[src/rtl/hcs_pkg.sv]
/*
  Constants and carrier types for the channel 2 host status register.
  Assumes host cycles are already framed into address, data and a
  cycle-valid level, held across at least one link clock rising edge.
*/
package hcs_pkg;

  // Host I/O addresses of the channel
  localparam logic [15:0] HOST_ADDR_DATA = 16'h0062;
  localparam logic [15:0] HOST_ADDR_CMD  = 16'h0066;
  localparam int          ADDR_CD_BIT    = 2;

  // Status bit positions
  localparam int STS_OBF_BIT = 0;
  localparam int STS_IBF_BIT = 1;

  // Slave register selects
  localparam logic [1:0] SLV_SEL_STATUS = 2'h0;
  localparam logic [1:0] SLV_SEL_IDR    = 2'h1;
  localparam logic [1:0] SLV_SEL_ODR    = 2'h2;

  // Fast gate control
  localparam logic [7:0] A20_CMD_CODE = 8'hD1;
  localparam int         A20_GATE_BIT = 1;

  localparam logic [7:0] BYTE_ZERO = 8'h00;

  typedef struct packed {
    logic [3:0] user_hi;
    logic       cmd_data;
    logic       user_b2;
    logic       in_buf_full_flag;
    logic       out_buf_full_flag;
  } hcs_status_t;

  localparam hcs_status_t STATUS_RESET = hcs_status_t'(8'h00);

  typedef struct packed {
    logic        valid;
    logic        write;
    logic [15:0] addr;
    logic [7:0]  data;
  } hcs_host_req_t;

  localparam hcs_host_req_t HOST_REQ_IDLE = hcs_host_req_t'(26'h0000000);

endpackage : hcs_pkg

[src/rtl/hcs_status_reg.sv]
/*
  Channel 2 host interface status register with its data bytes.
  Assumes host cycle fields are stable around link clock rising edges
  and that slave strobes are one-cycle pulses on clock_i.
*/
// Overview of operation
// A host write to the input data byte latches address bit 2 as cmd/data.
// A host write to the input data byte sets input-buffer-full.
// Input-buffer-full drives the slave interrupt request while set.
// A slave read of the input data byte clears input-buffer-full.
// In fast gate mode the gate command and its data leave the flag alone.
// A slave write of the output data byte sets output-buffer-full.
// A host read of the output data byte clears output-buffer-full.
// A slave write of 0 to bit 0 clears output-buffer-full.
// A slave write of 1 to bit 0 leaves output-buffer-full unchanged.
// Bits 7 to 4 and bit 2 are slave read/write, host read-only flags.
// A host read at the status address returns the status byte.
// The status byte comes out of reset as all zero.
// Slave writes keep cmd/data and input-full; host writes leave bits 7 to 4 and bit 2 alone.
`timescale 1ns/1ps

module hcs_status_reg (
  input  wire logic        clock_i,
  input  wire logic        resetn_i,
  input  wire logic        lpc_clk_i,
  input  wire logic        host_valid_i,
  input  wire logic        host_write_i,
  input  wire logic [15:0] host_addr_i,
  input  wire logic [7:0]  host_wdata_i,
  output logic      [7:0]  host_rdata_o,
  output logic             host_ack_o,
  input  wire logic        slv_wr_i,
  input  wire logic        slv_rd_i,
  input  wire logic [1:0]  slv_sel_i,
  input  wire logic [7:0]  slv_wdata_i,
  output logic      [7:0]  slv_rdata_o,
  output logic             ibf_irq_o,
  input  wire logic        fast_a20_en_i,
  output logic             gate_a20_o
);

  function automatic logic addr_hit(input logic [15:0] a,
                                    input logic [15:0] ref_a);
    addr_hit = (a == ref_a);
  endfunction : addr_hit

  // Link side synchronisers
  logic                   lclk_s1_r;
  logic                   lclk_s2_r;
  logic                   lclk_d_r;
  hcs_pkg::hcs_host_req_t req_s1_r;
  hcs_pkg::hcs_host_req_t req_s2_r;

  always_ff @(posedge clock_i or negedge resetn_i) begin
    if (!resetn_i) begin
      lclk_s1_r <= 1'b0;
      lclk_s2_r <= 1'b0;
      lclk_d_r  <= 1'b0;
      req_s1_r  <= hcs_pkg::HOST_REQ_IDLE;
      req_s2_r  <= hcs_pkg::HOST_REQ_IDLE;
    end else begin
      lclk_s1_r <= lpc_clk_i;
      lclk_s2_r <= lclk_s1_r;
      lclk_d_r  <= lclk_s2_r;
      req_s1_r  <= '{valid: host_valid_i, write: host_write_i,
                     addr: host_addr_i, data: host_wdata_i};
      req_s2_r  <= req_s1_r;
    end
  end

  // Host cycle decode
  hcs_pkg::hcs_status_t status_r;
  logic [7:0]           idr_r;
  logic [7:0]           odr_r;
  logic                 a20_pend_r;
  logic                 gate_a20_r;
  logic                 host_evt;
  logic                 host_idr_wr;
  logic                 host_is_cmd;
  logic                 a20_absorb;
  logic                 ibf_set;
  logic                 host_odr_rd;
  logic                 host_sts_rd;
  logic                 slv_sts_wr;
  logic                 slv_idr_rd;
  logic                 slv_odr_wr;
  logic                 obf_sw_clr;
  hcs_pkg::hcs_status_t slv_wr_view;

  assign host_evt    = lclk_s2_r & ~lclk_d_r & req_s2_r.valid;
  assign host_is_cmd = req_s2_r.addr[hcs_pkg::ADDR_CD_BIT];
  assign host_idr_wr = host_evt & req_s2_r.write &
                       (addr_hit(req_s2_r.addr, hcs_pkg::HOST_ADDR_DATA) |
                        addr_hit(req_s2_r.addr, hcs_pkg::HOST_ADDR_CMD));
  assign host_odr_rd = host_evt & ~req_s2_r.write &
                       addr_hit(req_s2_r.addr, hcs_pkg::HOST_ADDR_DATA);
  assign host_sts_rd = host_evt & ~req_s2_r.write &
                       addr_hit(req_s2_r.addr, hcs_pkg::HOST_ADDR_CMD);
  assign a20_absorb  = fast_a20_en_i & host_idr_wr &
                       ((host_is_cmd &
                         (req_s2_r.data == hcs_pkg::A20_CMD_CODE)) |
                        (~host_is_cmd & a20_pend_r));
  assign ibf_set     = host_idr_wr & ~a20_absorb;

  // Slave strobes
  assign slv_wr_view = slv_wdata_i;
  assign slv_sts_wr = slv_wr_i & (slv_sel_i == hcs_pkg::SLV_SEL_STATUS);
  assign slv_odr_wr = slv_wr_i & (slv_sel_i == hcs_pkg::SLV_SEL_ODR);
  assign slv_idr_rd = slv_rd_i & (slv_sel_i == hcs_pkg::SLV_SEL_IDR);
  assign obf_sw_clr = slv_sts_wr & ~slv_wdata_i[hcs_pkg::STS_OBF_BIT];

  // Status flags
  always_ff @(posedge clock_i or negedge resetn_i) begin
    if (!resetn_i) begin
      status_r <= hcs_pkg::STATUS_RESET;
    end else begin
      if (slv_sts_wr) begin
        status_r.user_hi <= slv_wr_view.user_hi;
        status_r.user_b2 <= slv_wr_view.user_b2;
      end
      if (host_idr_wr) begin
        status_r.cmd_data <= host_is_cmd;
      end
      if (ibf_set) begin
        status_r.in_buf_full_flag <= 1'b1;
      end else if (slv_idr_rd) begin
        status_r.in_buf_full_flag <= 1'b0;
      end
      if (slv_odr_wr) begin
        status_r.out_buf_full_flag <= 1'b1;
      end else if (host_odr_rd | obf_sw_clr) begin
        status_r.out_buf_full_flag <= 1'b0;
      end
    end
  end

  // Data bytes
  always_ff @(posedge clock_i or negedge resetn_i) begin
    if (!resetn_i) begin
      idr_r <= hcs_pkg::BYTE_ZERO;
      odr_r <= hcs_pkg::BYTE_ZERO;
    end else begin
      if (ibf_set) begin
        idr_r <= req_s2_r.data;
      end
      if (slv_odr_wr) begin
        odr_r <= slv_wdata_i;
      end
    end
  end

  // Fast gate sequence
  always_ff @(posedge clock_i or negedge resetn_i) begin
    if (!resetn_i) begin
      a20_pend_r <= 1'b0;
      gate_a20_r <= 1'b0;
    end else if (host_idr_wr) begin
      a20_pend_r <= fast_a20_en_i & host_is_cmd &
                    (req_s2_r.data == hcs_pkg::A20_CMD_CODE);
      if (a20_absorb & ~host_is_cmd) begin
        gate_a20_r <= req_s2_r.data[hcs_pkg::A20_GATE_BIT];
      end
    end
  end

  // Read answers
  logic [7:0] host_rdata_r;
  logic       host_ack_r;
  logic [7:0] slv_rdata_r;

  always_ff @(posedge clock_i or negedge resetn_i) begin
    if (!resetn_i) begin
      host_rdata_r <= hcs_pkg::BYTE_ZERO;
      host_ack_r   <= 1'b0;
    end else begin
      host_ack_r <= host_odr_rd | host_sts_rd;
      if (host_sts_rd) begin
        host_rdata_r <= status_r;
      end else if (host_odr_rd) begin
        host_rdata_r <= odr_r;
      end
    end
  end

  always_ff @(posedge clock_i or negedge resetn_i) begin
    if (!resetn_i) begin
      slv_rdata_r <= hcs_pkg::BYTE_ZERO;
    end else if (slv_rd_i) begin
      case (slv_sel_i)
        hcs_pkg::SLV_SEL_STATUS: slv_rdata_r <= status_r;
        hcs_pkg::SLV_SEL_IDR:    slv_rdata_r <= idr_r;
        hcs_pkg::SLV_SEL_ODR:    slv_rdata_r <= odr_r;
        default:                 slv_rdata_r <= hcs_pkg::BYTE_ZERO;
      endcase
    end
  end

  assign host_rdata_o = host_rdata_r;
  assign host_ack_o   = host_ack_r;
  assign slv_rdata_o  = slv_rdata_r;
  assign ibf_irq_o    = status_r.in_buf_full_flag;
  assign gate_a20_o   = gate_a20_r;

  // Checks
  cd_latch_a: assert property (@(posedge clock_i) disable iff (!resetn_i)
    host_idr_wr |=> status_r.cmd_data == $past(host_is_cmd))
    else $error("cmd/data not latched from address");

  ibf_set_a: assert property (@(posedge clock_i) disable iff (!resetn_i)
    ibf_set |=> status_r.in_buf_full_flag ##1 (status_r.in_buf_full_flag || $past(slv_idr_rd)))
    else $error("input full not set by host write");

  irq_src_a: assert property (@(posedge clock_i) disable iff (!resetn_i)
    $rose(ibf_irq_o) |-> $past(host_idr_wr))
    else $error("interrupt rose without host write");

  ibf_clr_a: assert property (@(posedge clock_i) disable iff (!resetn_i)
    slv_idr_rd && !ibf_set |=> !ibf_irq_o)
    else $error("input full not cleared by slave read");

  a20_keep_a: assert property (@(posedge clock_i) disable iff (!resetn_i)
    a20_absorb && !slv_idr_rd |=> $stable(status_r.in_buf_full_flag))
    else $error("fast gate write changed input full");

  obf_set_a: assert property (@(posedge clock_i) disable iff (!resetn_i)
    slv_odr_wr |=> status_r.out_buf_full_flag)
    else $error("output full not set by slave write");

  obf_host_a: assert property (@(posedge clock_i) disable iff (!resetn_i)
    host_odr_rd && !slv_odr_wr |=> !status_r.out_buf_full_flag && host_ack_o)
    else $error("output full not cleared by host read");

  obf_sw_a: assert property (@(posedge clock_i) disable iff (!resetn_i)
    slv_sts_wr && !slv_wr_view.out_buf_full_flag |=> !status_r.out_buf_full_flag)
    else $error("output full not cleared by slave zero");

  obf_keep_a: assert property (@(posedge clock_i) disable iff (!resetn_i)
    slv_sts_wr && slv_wr_view.out_buf_full_flag && !host_odr_rd
      |=> status_r.out_buf_full_flag == $past(status_r.out_buf_full_flag))
    else $error("slave one changed output full");

  user_wr_a: assert property (@(posedge clock_i) disable iff (!resetn_i)
    slv_sts_wr |=> {status_r.user_hi, status_r.user_b2}
      == {$past(slv_wr_view.user_hi), $past(slv_wr_view.user_b2)})
    else $error("user flags not written");

  sts_read_a: assert property (
    @(posedge clock_i) disable iff (!resetn_i)
    host_sts_rd |=> host_ack_o && host_rdata_o == $past(status_r))
    else $error("host status read mismatch");

  no_host_wr_a: assert property (
    @(posedge clock_i) disable iff (!resetn_i)
    host_idr_wr && !slv_sts_wr
      |=> $stable({status_r.user_hi, status_r.user_b2}))
    else $error("host write altered user flags");

  reset_val_a: assert property (@(posedge clock_i)
    $rose(resetn_i) |-> status_r == hcs_pkg::STATUS_RESET)
    else $error("status byte not zero after reset");

  odr_ans_a: assert property (@(posedge clock_i) disable iff (!resetn_i)
    host_odr_rd |=> host_ack_o && host_rdata_o == $past(odr_r))
    else $error("host data read mismatch");

  cd_keep_a: assert property (@(posedge clock_i) disable iff (!resetn_i)
    slv_wr_i && !host_idr_wr && !slv_idr_rd
      |=> $stable({status_r.cmd_data, status_r.in_buf_full_flag}))
    else $error("slave write altered host flags");

  idr_load_a: assert property (@(posedge clock_i) disable iff (!resetn_i)
    ibf_set |=> idr_r == $past(req_s2_r.data))
    else $error("input data byte not stored");

  odr_load_a: assert property (@(posedge clock_i) disable iff (!resetn_i)
    slv_odr_wr |=> odr_r == $past(slv_wdata_i))
    else $error("output data byte not stored");

  gate_out_a: assert property (@(posedge clock_i) disable iff (!resetn_i)
    a20_absorb && !host_is_cmd
      |=> gate_a20_o == $past(req_s2_r.data[hcs_pkg::A20_GATE_BIT]))
    else $error("gate level not taken from data byte");

  slv_sts_a: assert property (@(posedge clock_i) disable iff (!resetn_i)
    slv_rd_i && slv_sel_i == hcs_pkg::SLV_SEL_STATUS
      |=> slv_rdata_o == $past(status_r))
    else $error("slave status read mismatch");

  ack_read_a: assert property (
    @(posedge clock_i) disable iff (!resetn_i)
    host_evt && req_s2_r.write |=> !host_ack_o)
    else $error("host write drew an answer");

  cmd_wr_c: cover property (@(posedge clock_i) disable iff (!resetn_i)
    host_idr_wr && host_is_cmd);
  ibf_cycle_c: cover property (@(posedge clock_i) disable iff (!resetn_i)
    ibf_set ##[1:200] slv_idr_rd);
  obf_cycle_c: cover property (@(posedge clock_i) disable iff (!resetn_i)
    slv_odr_wr ##[1:200] host_odr_rd);
  a20_seq_c: cover property (@(posedge clock_i) disable iff (!resetn_i)
    a20_absorb && !host_is_cmd);
  obf_clr_c: cover property (@(posedge clock_i) disable iff (!resetn_i)
    obf_sw_clr && status_r.out_buf_full_flag);

endmodule : hcs_status_reg

[config.mk]
export PLATFORM = sky130hd
export DESIGN_NAME = hcs_status_reg
export DESIGN_NICKNAME = d
export VERILOG_FILES = /design/src/rtl/hcs_pkg.sv /design/src/rtl/hcs_status_reg.sv
export SDC_FILE = /design/constraint.sdc
export NUM_CORES = 1
export LEC_CHECK = 0
export BUFFER_PORTS_ARGS = -buffer_cell sky130_fd_sc_hd__buf_2
export CORE_AREA = 2 2 83 85
export CTS_CLUSTER_DIAMETER = 100
export CTS_CLUSTER_SIZE = 30
export DETAILED_ROUTE_END_ITERATION = 10
export DIE_AREA = 0 0 85 87
export PLACE_DENSITY = 0.85
export SLEW_MARGIN = 30
export SYNTH_ARGS = -nofsm -noshare
export SYNTH_HDL_FRONTEND = slang
export SYNTH_SLANG_ARGS = --single-unit
[constraint.sdc]
create_clock -name clock_i -period 2.2 [get_ports clock_i]
set_input_delay 0.11 -clock clock_i [delete_from_list [all_inputs] [get_ports clock_i]]
set_output_delay 0.11 -clock clock_i [all_outputs]
set_load 0.01 [all_outputs]
==> impl_results.md, run 1 <==
- RSZ-0062 raised after global routing: no
- Hold Crit Class: in -> reg
- CP required: 2430 ps
- Kind of critical path: reg -> reg
- Worst setup EP type: register
- Die Height: approximately 87 µm
- Pleak: about 0.0020 µW
- Worst Slack Setup Final: about 340 ps
- Core Region: 6569 µm²
- Row Count: 30
- Syn_nets: about 270
- Max Fclk: 0.5387 GHz
- Setup violations, final: 0
- Initial core utilization: a little over half
- Routed Antenna Nets: 0
- Mapped Area: between 3000 and 4000 µm²
- First-pass DRT Iterations: 4
- CTS H-tree lvls: 3
- Seq/Total Area, Yosys: between 70% and 80%
- Commonest cells after routing, fill and taps aside: 98 x dfrtp_1, 59 x buf_2, 34 x dlygate4sd3_1
- Slew Viols, Final: 0
- Max cap viols: 0
- CTS root buffer: clkbuf_8
- Wire per inst: roughly 15 µm
- Largest net degree at the start of global routing: 99
- Worst-Skew Late Latency: between 300 and 400 ps
- Power density cells: between 700 and 800 nW/µm²
- Vias in the first global route: approximately 2100
- Flop and latch count out of synthesis: roughly 100
- I/O Buffers: 60
- Clock-pin transition on the worst setup and hold timing paths: ~90 ps
- First-pass GRT wire length: between 10 and 15 mm
- Period utilization: between 80 and 90%
- Startpoint Class: register
- Routed wire length: 6.136 mm
- Die span in x: between 80 and 90 µm
- CP arrival: 2090 ps
- Post-layout nets: about 370
- Relative slew margins: slightly below 60%
- Synth Warn #: 0
- Initial antenna violation count: 0
- Synthesized instance count: around 230
- Most common cell after layout, fill and taps aside: dfrtp_1
- Die area: 7395 µm²
- CP Max Fanout: 9
- Vias after detailed routing: 2092
- Cell variety after synth: 26
- Minimum clock period: about 1900 ps
- Num ports: 61
- Sum Neg Setup Slack: 0 ps
- # DRC: 0
- DRT iter0 DRCs: 92
- CTS Buf Count: 9
- VDD IR-drop max: around 0.00053 V
- Setup repair bufs after CTS: 0
- Area Overhead vs Synth: 26.67%
- HPWL after detailed placement: between 4 and 5 mm
- Status: finished, final reports clean
- Cts repair resizes: 0
- Worst-case clock buffer depth: 2
- Sink Count: 98
- Overall Global Routing Usage: 18.33%
- Via/cell ratio: approximately 5
- Diode count: 0
- FF+latch area: 2452 µm²
- Multi-input logic area: 947.2 µm²
- Skew final: approximately 8 ps
- CTS tree: done
- GP Congestion: 0.7398
- Hold-fix buffer count after cts: 32
- Final hold vios: 0
- Share of layout cells above drive strength 1: about 35%
- Syn avg cell area: roughly 15 µm²
- Slew @ Worst Pin: approximately 610 ps
- Place WS: between 300 and 400 ps
- Fill count: between 400 and 500
- Total congestion overflow: 0
-- synth_stat cells (all sizes together) --
cell	number	share of area, %
nand4b	1	0.26
nor3	5	1.1
mux2	24	8.7
a21oi	16	2.3
o31ai	1	0.62
nor2	17	1.9
mux2i	16	4.7
buf	1	0.15
nand2b	1	0.18
nand2	3	0.33
nor3b	1	0.36
o21ai	19	2.8
nor2b	2	0.36
and4bb	2	0.73
dfrtp	98	71
nand3	3	0.73
nor4	2	1.2
inv	1	0.11
or4b	1	0.40
or2	1	0.18
nand3b	3	0.76
clkbuf	7	0.77
-- cell type report --
class / instances / area share [%]
Sequential cell: 98 / 56.37
Multi-Input combinational cell: 118 / 21.77
Timing Repair Buffer: 97 / 15.59
Clock buffer: 10 / 3.164
Tap cell: 80 / 2.301
Clock inverter: 5 / 0.7190
Inverter: 1 / 0.08628
-- per-stage QoR --
step           hold WS, ps  util [%]  power [µW]  cell area [µm²]  instances
2_1_floorplan       -185.6         -        2135             3435        225
3_3_place_gp         193.6     58.48        2260             3841        360
3_5_place_dp         204.9     58.48        2274             3841        360
4_1_cts              3.011     65.92        3311             4330        407
5_1_grt             0.7792     66.23        3444             4350        409
6_report             19.38     66.23        3273             4350        409
-- path summary, 6_finish.rpt --
kind / start / to / slack [ps] / cells after the start
min in group asynchronous: resetn_i / req_s1_r[23]$_DFF_PN0_ / 360 / 3
min: slv_wdata_i[0] / odr_r[0]$_DFFE_PN0P_ / 20 / 2
max: req_s2_r[17]$_DFF_PN0_ / idr_r[5]$_DFFE_PN0P_ / 340 / 4
max reg2reg: req_s2_r[17]$_DFF_PN0_ / idr_r[5]$_DFFE_PN0P_ / 340 / 4
max in group asynchronous: resetn_i / slv_rdata_o[2]$_DFFE_PN0P_ / 1500 / 3
min reg2reg: req_s1_r[2]$_DFF_PN0_ / req_s2_r[2]$_DFF_PN0_ / 350 / 0
-- per-layer routing --
| metal | GRT usage, % | share of wire (%) |
|---|---|---|
| met1 | 24.63 | 44 |
| met5 | 0 | 0 |
| met2 | 28.76 | 50 |
| met3 | 5.213 | 4.5 |
| met4 | 6.926 | 1.2 |
-- cell families (layout without fill, tap and decap cells) --
group / after synthesis / in the layout / share of synthesized area, %
mux: 40 / 40 / 13.41
buf+inv: 9 / 113 / 1.020
flops: 98 / 98 / 71.40
compound gates: 36 / 36 / 5.720
simple gates: 42 / 42 / 8.451
-- worst max-delay path: stages (launching register included) --
cell,delay (ps)
dfrtp_1,410
nor4_4,370
nand3_2,160
nor3_4,460
mux2_4,350
-- where the power goes --
group | switching (µW) | total, µW | internal (µW)
clock | 559 | 991 | 432
sequential | 70.9 | 1990 | 1920
combinational | 135 | 295 | 160
-- flip-flops by register name (all words and copies together) (netlist names) --
name,flops
a20_pend_r,1
req_s1_r,26
slv_rdata_o,8
ibf_irq_o,1
lclk_s1_r,1
odr_r,8
idr_r,8
host_ack_o,1
lclk_s2_r,1
lclk_d_r,1
gate_a20_o,1
req_s2_r,25
host_rdata_o,8
status_r,7
host_is_cmd,1
Power figures use the tool's default switching activity.
==> inputs of run 2 (changes only) <==
Settings changed: ABC_AREA set to 1, PLACE_DENSITY 0.85 to 0.84.
Clock period 2.2 ns to 1.8 ns, I/O delays scaled along.
==> run 2 against run 1 <==
Net effect:
- die area unchanged
- clock power increased by 42%
- cell count increased by 18%
- critical path depth increased by 6
- area after synthesis decreased by 1.8%
- count of clock-buffer cells in the layout unchanged
- cell area decreased by 0.52%
- power increased by 26%
==> impl_results.md, run 2 <==
- Status: finished, final reports clean
- Synth Area in Compound Gates: 8.197% (+2.5 points)
- Pleak: 0.002105 µW (+3.3%)
- Seq/Total Area, Yosys: 72.70% (+1.3 points)
- CTS root buffer: clkbuf_8
- Max reg flops: 26 (unchanged)
- Most common cell after layout, fill and taps aside: dfrtp_1
- Sw Pwr: 989.6 µW (+29%)
- Relative slew margins: 69.73% (+11 points)
- Wire per inst: 13.11 µm (-13%)
- Largest registers: req_s1_r x26, req_s2_r x25
- Syn_nets: 335 (+25%)
- First-pass GRT wire length: 10.53 mm (+3.5%)
- Post-layout nets: 438 (+19%)
- Biggest register: req_s1_r
- Hold Crit Class: in -> reg
- P_int: 3138 µW (+25%)
- Diode count: 0 (unchanged)
- Sequential Power Share: 58.4% (-2.3 points)
- Critical Path, Cell by Cell: nor2_1, nand2_1, nor2_2, nand2_1, nand2_4, nand2_4, a21oi_4, buf_12, nand2_1, o21ai_0
- Max cap viols: 0 (unchanged)
- DRT iter0 DRCs: 113 (+23%)
- Period utilization: 90.13% (+5.8 points)
- Net Sw Frac: 23.98% (+0.61 points)
- Place WS: 154.7 ps (-197.9 ps)
- Vias in the first global route: 2324 (+12%)
- Syn avg cell area: 11.51 µm² (-25%)
- Initial antenna violation count: 0 (unchanged)
- Primary FF master, synth: dfrtp_1
- Xor/xnor share of the synthesized area: 0% (unchanged)
- Core Region: 6569 µm² (unchanged)
- # DRC: 0 (unchanged)
- Top cells by area, synth: dfrtp_1 73%, nand2_1 7.1%, o21ai_0 5.0%
- RSZ-0062 raised after global routing: no
- Most frequent cell after synthesis: dfrtp_1
- Num ports: 61 (unchanged)
- Comb power frac: 7.4% (-1.6 points)
- CP Max Fanout: 15 (+6)
- Share of layout cells above drive strength 1: 23.69% (-11 points)
- Die Height: 87 µm (unchanged)
- Routed Antenna Nets: 0 (unchanged)
- Final hold vios: 0 (unchanged)
- CP arrival: 1890 ps (-200 ps)
- Slowest-stage cell, CP: dfrtp_1
- CTS Buf Count: 9 (unchanged)
- GP Congestion: 0.8749 (+18%)
- Via/cell ratio: 4.977 (-2.7%)
- Sum Neg Setup Slack: 0 ps (unchanged)
- Largest net degree at the start of global routing: 62 (-37%)
- Die span in x: 85 µm (unchanged)
- Synthesized instance count: 293 (+30%)
- Routed wire length: 6.304 mm (+2.7%)
- Worst-case clock buffer depth: 2 (unchanged)
- I/O Buffers: 60 (unchanged)
- Critical Path Max Stage Delay: 380 ps (-80 ps)
- Startpoint Class: register
- Cell mode on critical path: nand2_1
- First-pass DRT Iterations: 5 (+1)
- Worst-Skew Late Latency: 360 ps (+20 ps)
- Worst Slack Setup Final: 177.6 ps (-166.1 ps)
- Skew final: 8.046 ps (+0.1374 ps)
- Max Fclk: 0.6164 GHz (+14%)
- CTS tree: done
- Vias after detailed routing: 2394 (+14%)
- Setup violations, final: 0 (unchanged)
- Slew @ Worst Pin: 452.9 ps (-158.2 ps)
- VDD IR-drop max: 0.0006139 V (+16%)
- Post-synthesis mux area share: 1.001% (-12 points)
- HPWL after detailed placement: 4.064 mm (+1.5%)
- Mapped Area: 3373 µm² (-1.8%)
- Row Count: 30 (unchanged)
- Overall Global Routing Usage: 18.70% (+0.37 points)
- Flop and latch count out of synthesis: 98 (unchanged)
- Area Overhead vs Synth: 28.30%
- CP required: 2070 ps (-360 ps)
- Cell variety after synth: 19 (-27%)
- CTS H-tree lvls: 3 (unchanged)
- Worst setup EP type: register
- Cts repair resizes: 0 (unchanged)
- Adder-Cell Fraction of Synth Area: 0% (unchanged)
- Initial core utilization: 51.35% (-0.93 points)
- Largest family of logic cells by synthesized area: simple AND/OR/NAND/NOR gates
- Most instantiated cells after synthesis: 98 x dfrtp_1, 64 x nand2_1, 34 x o21ai_0
- Die area: 7395 µm² (unchanged)
- Clock share of power: 34.1% (+3.8 points)
- Total congestion overflow: 0 (unchanged)
- Synth Warn #: 0 (unchanged)
- Post-synth EDFFs: 0 (unchanged)
- Post-synth top area share: 72.70% (+1.3 points)
- Kind of critical path: reg -> reg
- Clock-pin transition on the worst setup and hold timing paths: 90 ps (about the same)
- Commonest cells after routing, fill and taps aside: 98 x dfrtp_1, 64 x nand2_1, 59 x buf_2
- Power density cells: 953.7 nW/µm² (+27%)
- Post-synth top area cell: dfrtp_1
- Sink Count: 98 (unchanged)
- Minimum clock period: 1622 ps (-233.9 ps)
- Synth async-reset ratio: 100.0% (unchanged)
- Slew Viols, Final: 0 (unchanged)
- Simple-gate share of the synthesized area: 14.43% (+6.0 points)
[run 2: cell types whose count changed after synthesis, sizes merged, moves of 3 or more]
cell	delta
nand2	+64
nand3	+17
clkbuf	-4
a221oi	+4
nor3	-5
o21ai	+17
mux2i	-16
mux2	-21
nor2	+7
inv	+26
a21oi	-9
nand3b	-3
[run 2: critical path, delay by kind of cell (launching register included)]
family | cells | cell delay, ps
compound gates | 2 | 250
buf+inv | 1 | 150
flops | 1 | 380
simple gates | 7 | 760
[run 2: cell families (layout without fill, tap and decap cells)]
group           Yosys count  count (layout)
simple gates            113             113
flops                    98              98
compound gates           48              48
buf+inv                  31             139
mux                       3               3
[run 2: area by class of cell]
type	count	area [µm²]
clock inverter	6	71.32
clock buffer	10	127.6
inverter	27	101.3
multi-input combinational	164	797.0
tap	80	100.1
timing repair buffer	96	678.2
sequential	98	2452
fill	487	2241
[run 2: worst paths after layout]
kind | cells past startpoint | slack, ps | from | endpoint
min in group asynchronous | 2 | 220 | resetn_i | req_s1_r[5]$_DFF_PN0_
setup reg to reg | 10 | 180 | req_s2_r[23]$_DFF_PN0_ | idr_r[1]$_DFFE_PN0P_
hold reg to reg | 0 | 350 | req_s1_r[4]$_DFF_PN0_ | req_s2_r[4]$_DFF_PN0_
max in group asynchronous | 3 | 920 | resetn_i | idr_r[6]$_DFFE_PN0P_
hold / removal | 3 | 20 | slv_wdata_i[7] | odr_r[7]$_DFFE_PN0P_
setup / recovery | 10 | 180 | req_s2_r[23]$_DFF_PN0_ | idr_r[1]$_DFFE_PN0P_
[run 2: what timing repair did]
item | in CTS | in global routing
hold buffers | 32 | 0
buffers inserted | 0 | 1
endpoints found under the hold margin | 68 | 0
setup endpoints to repair | 0 | 8
[run 2: routing by layer]
metal | GRT usage [%] | wire (µm)
met5 | 0 | 0
met4 | 9.380 | 101
met1 | 24.14 | 2696
met3 | 5.024 | 350
met2 | 29.47 | 3156
[run 2: metrics by stage]
stage	cell area [µm²]	util, %	hold slack, ps	cells	total power [µW]
detailed placement	3789	57.68	72.77	432	2703
CTS	4308	65.58	3.696	480	4159
floorplan	3373	-	-205.6	293	2542
global route	4328	65.89	38.72	481	4316
global placement	3789	57.68	67.95	432	2687
finish	4328	65.89	21.04	481	4127
[run 2: power groups by stage]
stage | Sequential [µW] | Combinational [µW] | Clock, µW
after floorplan | 2440 | 100 | 0
after global placement | 2450 | 240 | 0
after detailed placement | 2450 | 250 | 0
after CTS | 2410 | 307 | 1440
after global routing | 2430 | 344 | 1550
final | 2410 | 306 | 1410
==> inputs of run 3 (changes only) <==
Settings changed: PLACE_DENSITY 0.84 to 0.75.
Clock period 1.8 ns to 1.6 ns, I/O delays scaled along.
==> run 3 against run 2 <==
Net effect:
- cell count increased by 2.9%
- via count increased by 0.88%
- global-route usage increased by 0.12 points
- largest power group unchanged
- register-to-register slack got worse by 140 ps
- setup slack got worse by 140 ps
- critical path type unchanged
- wire length increased by 4.6%
- highest routed layer unchanged
- power increased by 16%
- first-iteration DRC count increased by 51%
- clock power increased by 21%
==> impl_results.md, run 3 (synthesis results as in run 2) <==
- Worst-case clock buffer depth: 2 (unchanged)
- Startpoint Class: register
- CTS root buffer: clkbuf_8
- CTS H-tree lvls: 3 (unchanged)
- Vias after detailed routing: 2415 (+0.88%)
- Routed wire length: 6.596 mm (+4.6%)
- Die span in x: 85 µm (unchanged)
- RSZ-0062 raised after global routing: yes
- Largest registers: req_s1_r x26, req_s2_r x25
- Cell mode on critical path: nand2_4
- CP arrival: 1800 ps (-90 ps)
- Post-layout util: 68.97% (+3.1 points)
- Period utilization: 97.77% (+7.6 points)
- Core Region: 6569 µm² (unchanged)
- Relative slew margins: 69.05% (-0.68 points)
- Row Count: 30 (unchanged)
- Place WS: 14.65 ps (-140.0 ps)
- Minimum clock period: 1564 ps (-58.05 ps)
- Worst setup EP type: register
- Area Overhead vs Synth: 34.31%
- Via/cell ratio: 4.879 (-2.0%)
- Die Height: 87 µm (unchanged)
- Worst-Skew Late Latency: 350 ps (about the same)
- Commonest cells after routing, fill and taps aside: 98 x dfrtp_1, 59 x buf_2, 58 x nand2_1
- Fin cells: 495 (+2.9%)
- Max reg flops: 26 (unchanged)
- Final hold vios: 0 (unchanged)
- First-pass GRT wire length: 10.65 mm (+1.1%)
- I/O Buffers: 60 (unchanged)
- Clock-pin transition on the worst setup and hold timing paths: 90 ps (about the same)
- Kind of critical path: reg -> reg
- GP Congestion: 0.8382 (-4.2%)
- Num ports: 61 (unchanged)
- Skew final: 8.873 ps (+0.8269 ps)
- Initial antenna violation count: 0 (unchanged)
- Slowest-stage cell, CP: dfrtp_1
- Sum Neg Setup Slack: 0 ps (unchanged)
- DRT iter0 DRCs: 171 (+51%)
- Vias in the first global route: 2280 (-1.9%)
- Path depth of the worst reg2reg path: 9 (-1)
- Die area: 7395 µm² (unchanged)
- Power density cells: 1053 nW/µm² (+10%)
- Pleak: 0.002218 µW (+5.3%)
- Hold Crit Class: in -> reg
- Critical Path, Cell by Cell: nor2_1, nand2_1, nor2_4, nand2_4, nand2_4, nand2_4, a21oi_4, clkbuf_16, o21ai_0
- Overall Global Routing Usage: 18.82% (+0.12 points)
- Status: finished, final reports clean
- CTS tree: done
- Routed Antenna Nets: 0 (unchanged)
- VDD IR-drop max: 0.0006898 V (+12%)
- Sink Count: 98 (unchanged)
- Setup violations, final: 0 (unchanged)
- HPWL after detailed placement: 4.182 mm (+2.9%)
- Max Fclk: 0.6392 GHz (+3.7%)
- Biggest register: req_s1_r
- Most common cell after layout, fill and taps aside: dfrtp_1
- Critical path buffers and inverters: 1 (unchanged)
- Wire per inst: 13.33 µm (+1.7%)
- Crit path max-delay family: simple AND/OR/NAND/NOR gates
- Diode count: 0 (unchanged)
- Initial core utilization: 51.35% (unchanged)
- Slew @ Worst Pin: 464.2 ps (+11.28 ps)
- Largest net degree at the start of global routing: 38 (-39%)
- Share of layout cells above drive strength 1: 28.19% (+4.5 points)
- CP required: 1840 ps (-230 ps)
- Post-layout nets: 452 (+3.2%)
- Post-DP Area: 3839 µm² (+1.3%)
- Slew Viols, Final: 0 (unchanged)
- Worst path depth: 9 (-1)
- Worst Slack Setup Final: 35.63 ps (-142.0 ps)
- Cell count of the worst hold path: 3 (unchanged)
- First-pass DRT Iterations: 4 (-1)
- Critical Path Max Stage Delay: 370 ps (about the same)
- Max cap viols: 0 (unchanged)
- CP Max Fanout: 8 (-7)
- Dpl cells: 437 (+1.2%)
- Design area: 4531 µm² (+4.7%)
- Total congestion overflow: 0 (unchanged)
- # DRC: 0 (unchanged)
- CTS Buf Count: 9 (unchanged)
-- run 3: cell count changes in the layout (fill, tap and decap cells not counted), sizes merged --
cell | before | now
dlygate4sd3 | 32 | 35
clkinv | 0 | 2
bufinv | 1 | 2
clkbuf | 10 | 11
buf | 64 | 74
clkinvlp | 2 | 1
inv | 30 | 28
-- run 3: final timing paths --
kind,startpoint,to,slack (ps)
hold / removal,slv_wdata_i[5],status_r[5]$_DFFE_PN0P_,20
max in group asynchronous,resetn_i,idr_r[3]$_DFFE_PN0P_,830
setup / recovery,req_s2_r[16]$_DFF_PN0_,idr_r[7]$_DFFE_PN0P_,40
hold reg to reg,req_s1_r[18]$_DFF_PN0_,req_s2_r[18]$_DFF_PN0_,350
min in group asynchronous,resetn_i,req_s2_r[16]$_DFF_PN0_,220
setup reg to reg,req_s2_r[16]$_DFF_PN0_,idr_r[7]$_DFFE_PN0P_,40
-- run 3: through the flow --
stage / hold slack, ps / power (µW)
after floorplan: -215.6 / 2860
after global placement: 58.74 / 3035
after detailed placement: 65.15 / 3051
after CTS: 1.003 / 4798
after global routing: 27.36 / 4991
final: 20.18 / 4769
-- run 3: timing repair --
item | 4_1_cts | 5_1_grt
gates resized for setup | 0 | 19
hold buffers | 35 | 0
pin swaps | 0 | 8
gates cloned | 0 | 1
setup endpoints to repair | 1 | 16
setup buffers | 1 | 5
endpoints found under the hold margin | 71 | 0
-- run 3: final cells by class --
class,count,area [µm²]
inverter,27,101.3
sequential,98,2452
clock inverter,6,90.09
tap,80,100.1
multi-input combinational,164,834.6
clock buffer,10,127.6
timing repair buffer,110,824.5
fill,465,2038
-- run 3: layer usage --
layer  vias to the layer above  track usage, %  part of all wire (%)
met2                        80           30.18                    52
met3                        14           3.318                   4.9
met4                         0           9.524                   1.8
met5                         -               0                     0
met1                      1144           24.97                    42
li1                       1177               -                     -
-- run 3: tightest hold or removal path: stages --
cell and delay [ps]:
buf_2 100, inv_1 70, o21ai_0 80
-- run 3: power breakdown --
group / internal, µW / switching [µW]
clock: 886 / 812
combinational: 179 / 176
sequential: 2630 / 89.6
total: 3690 / 1080
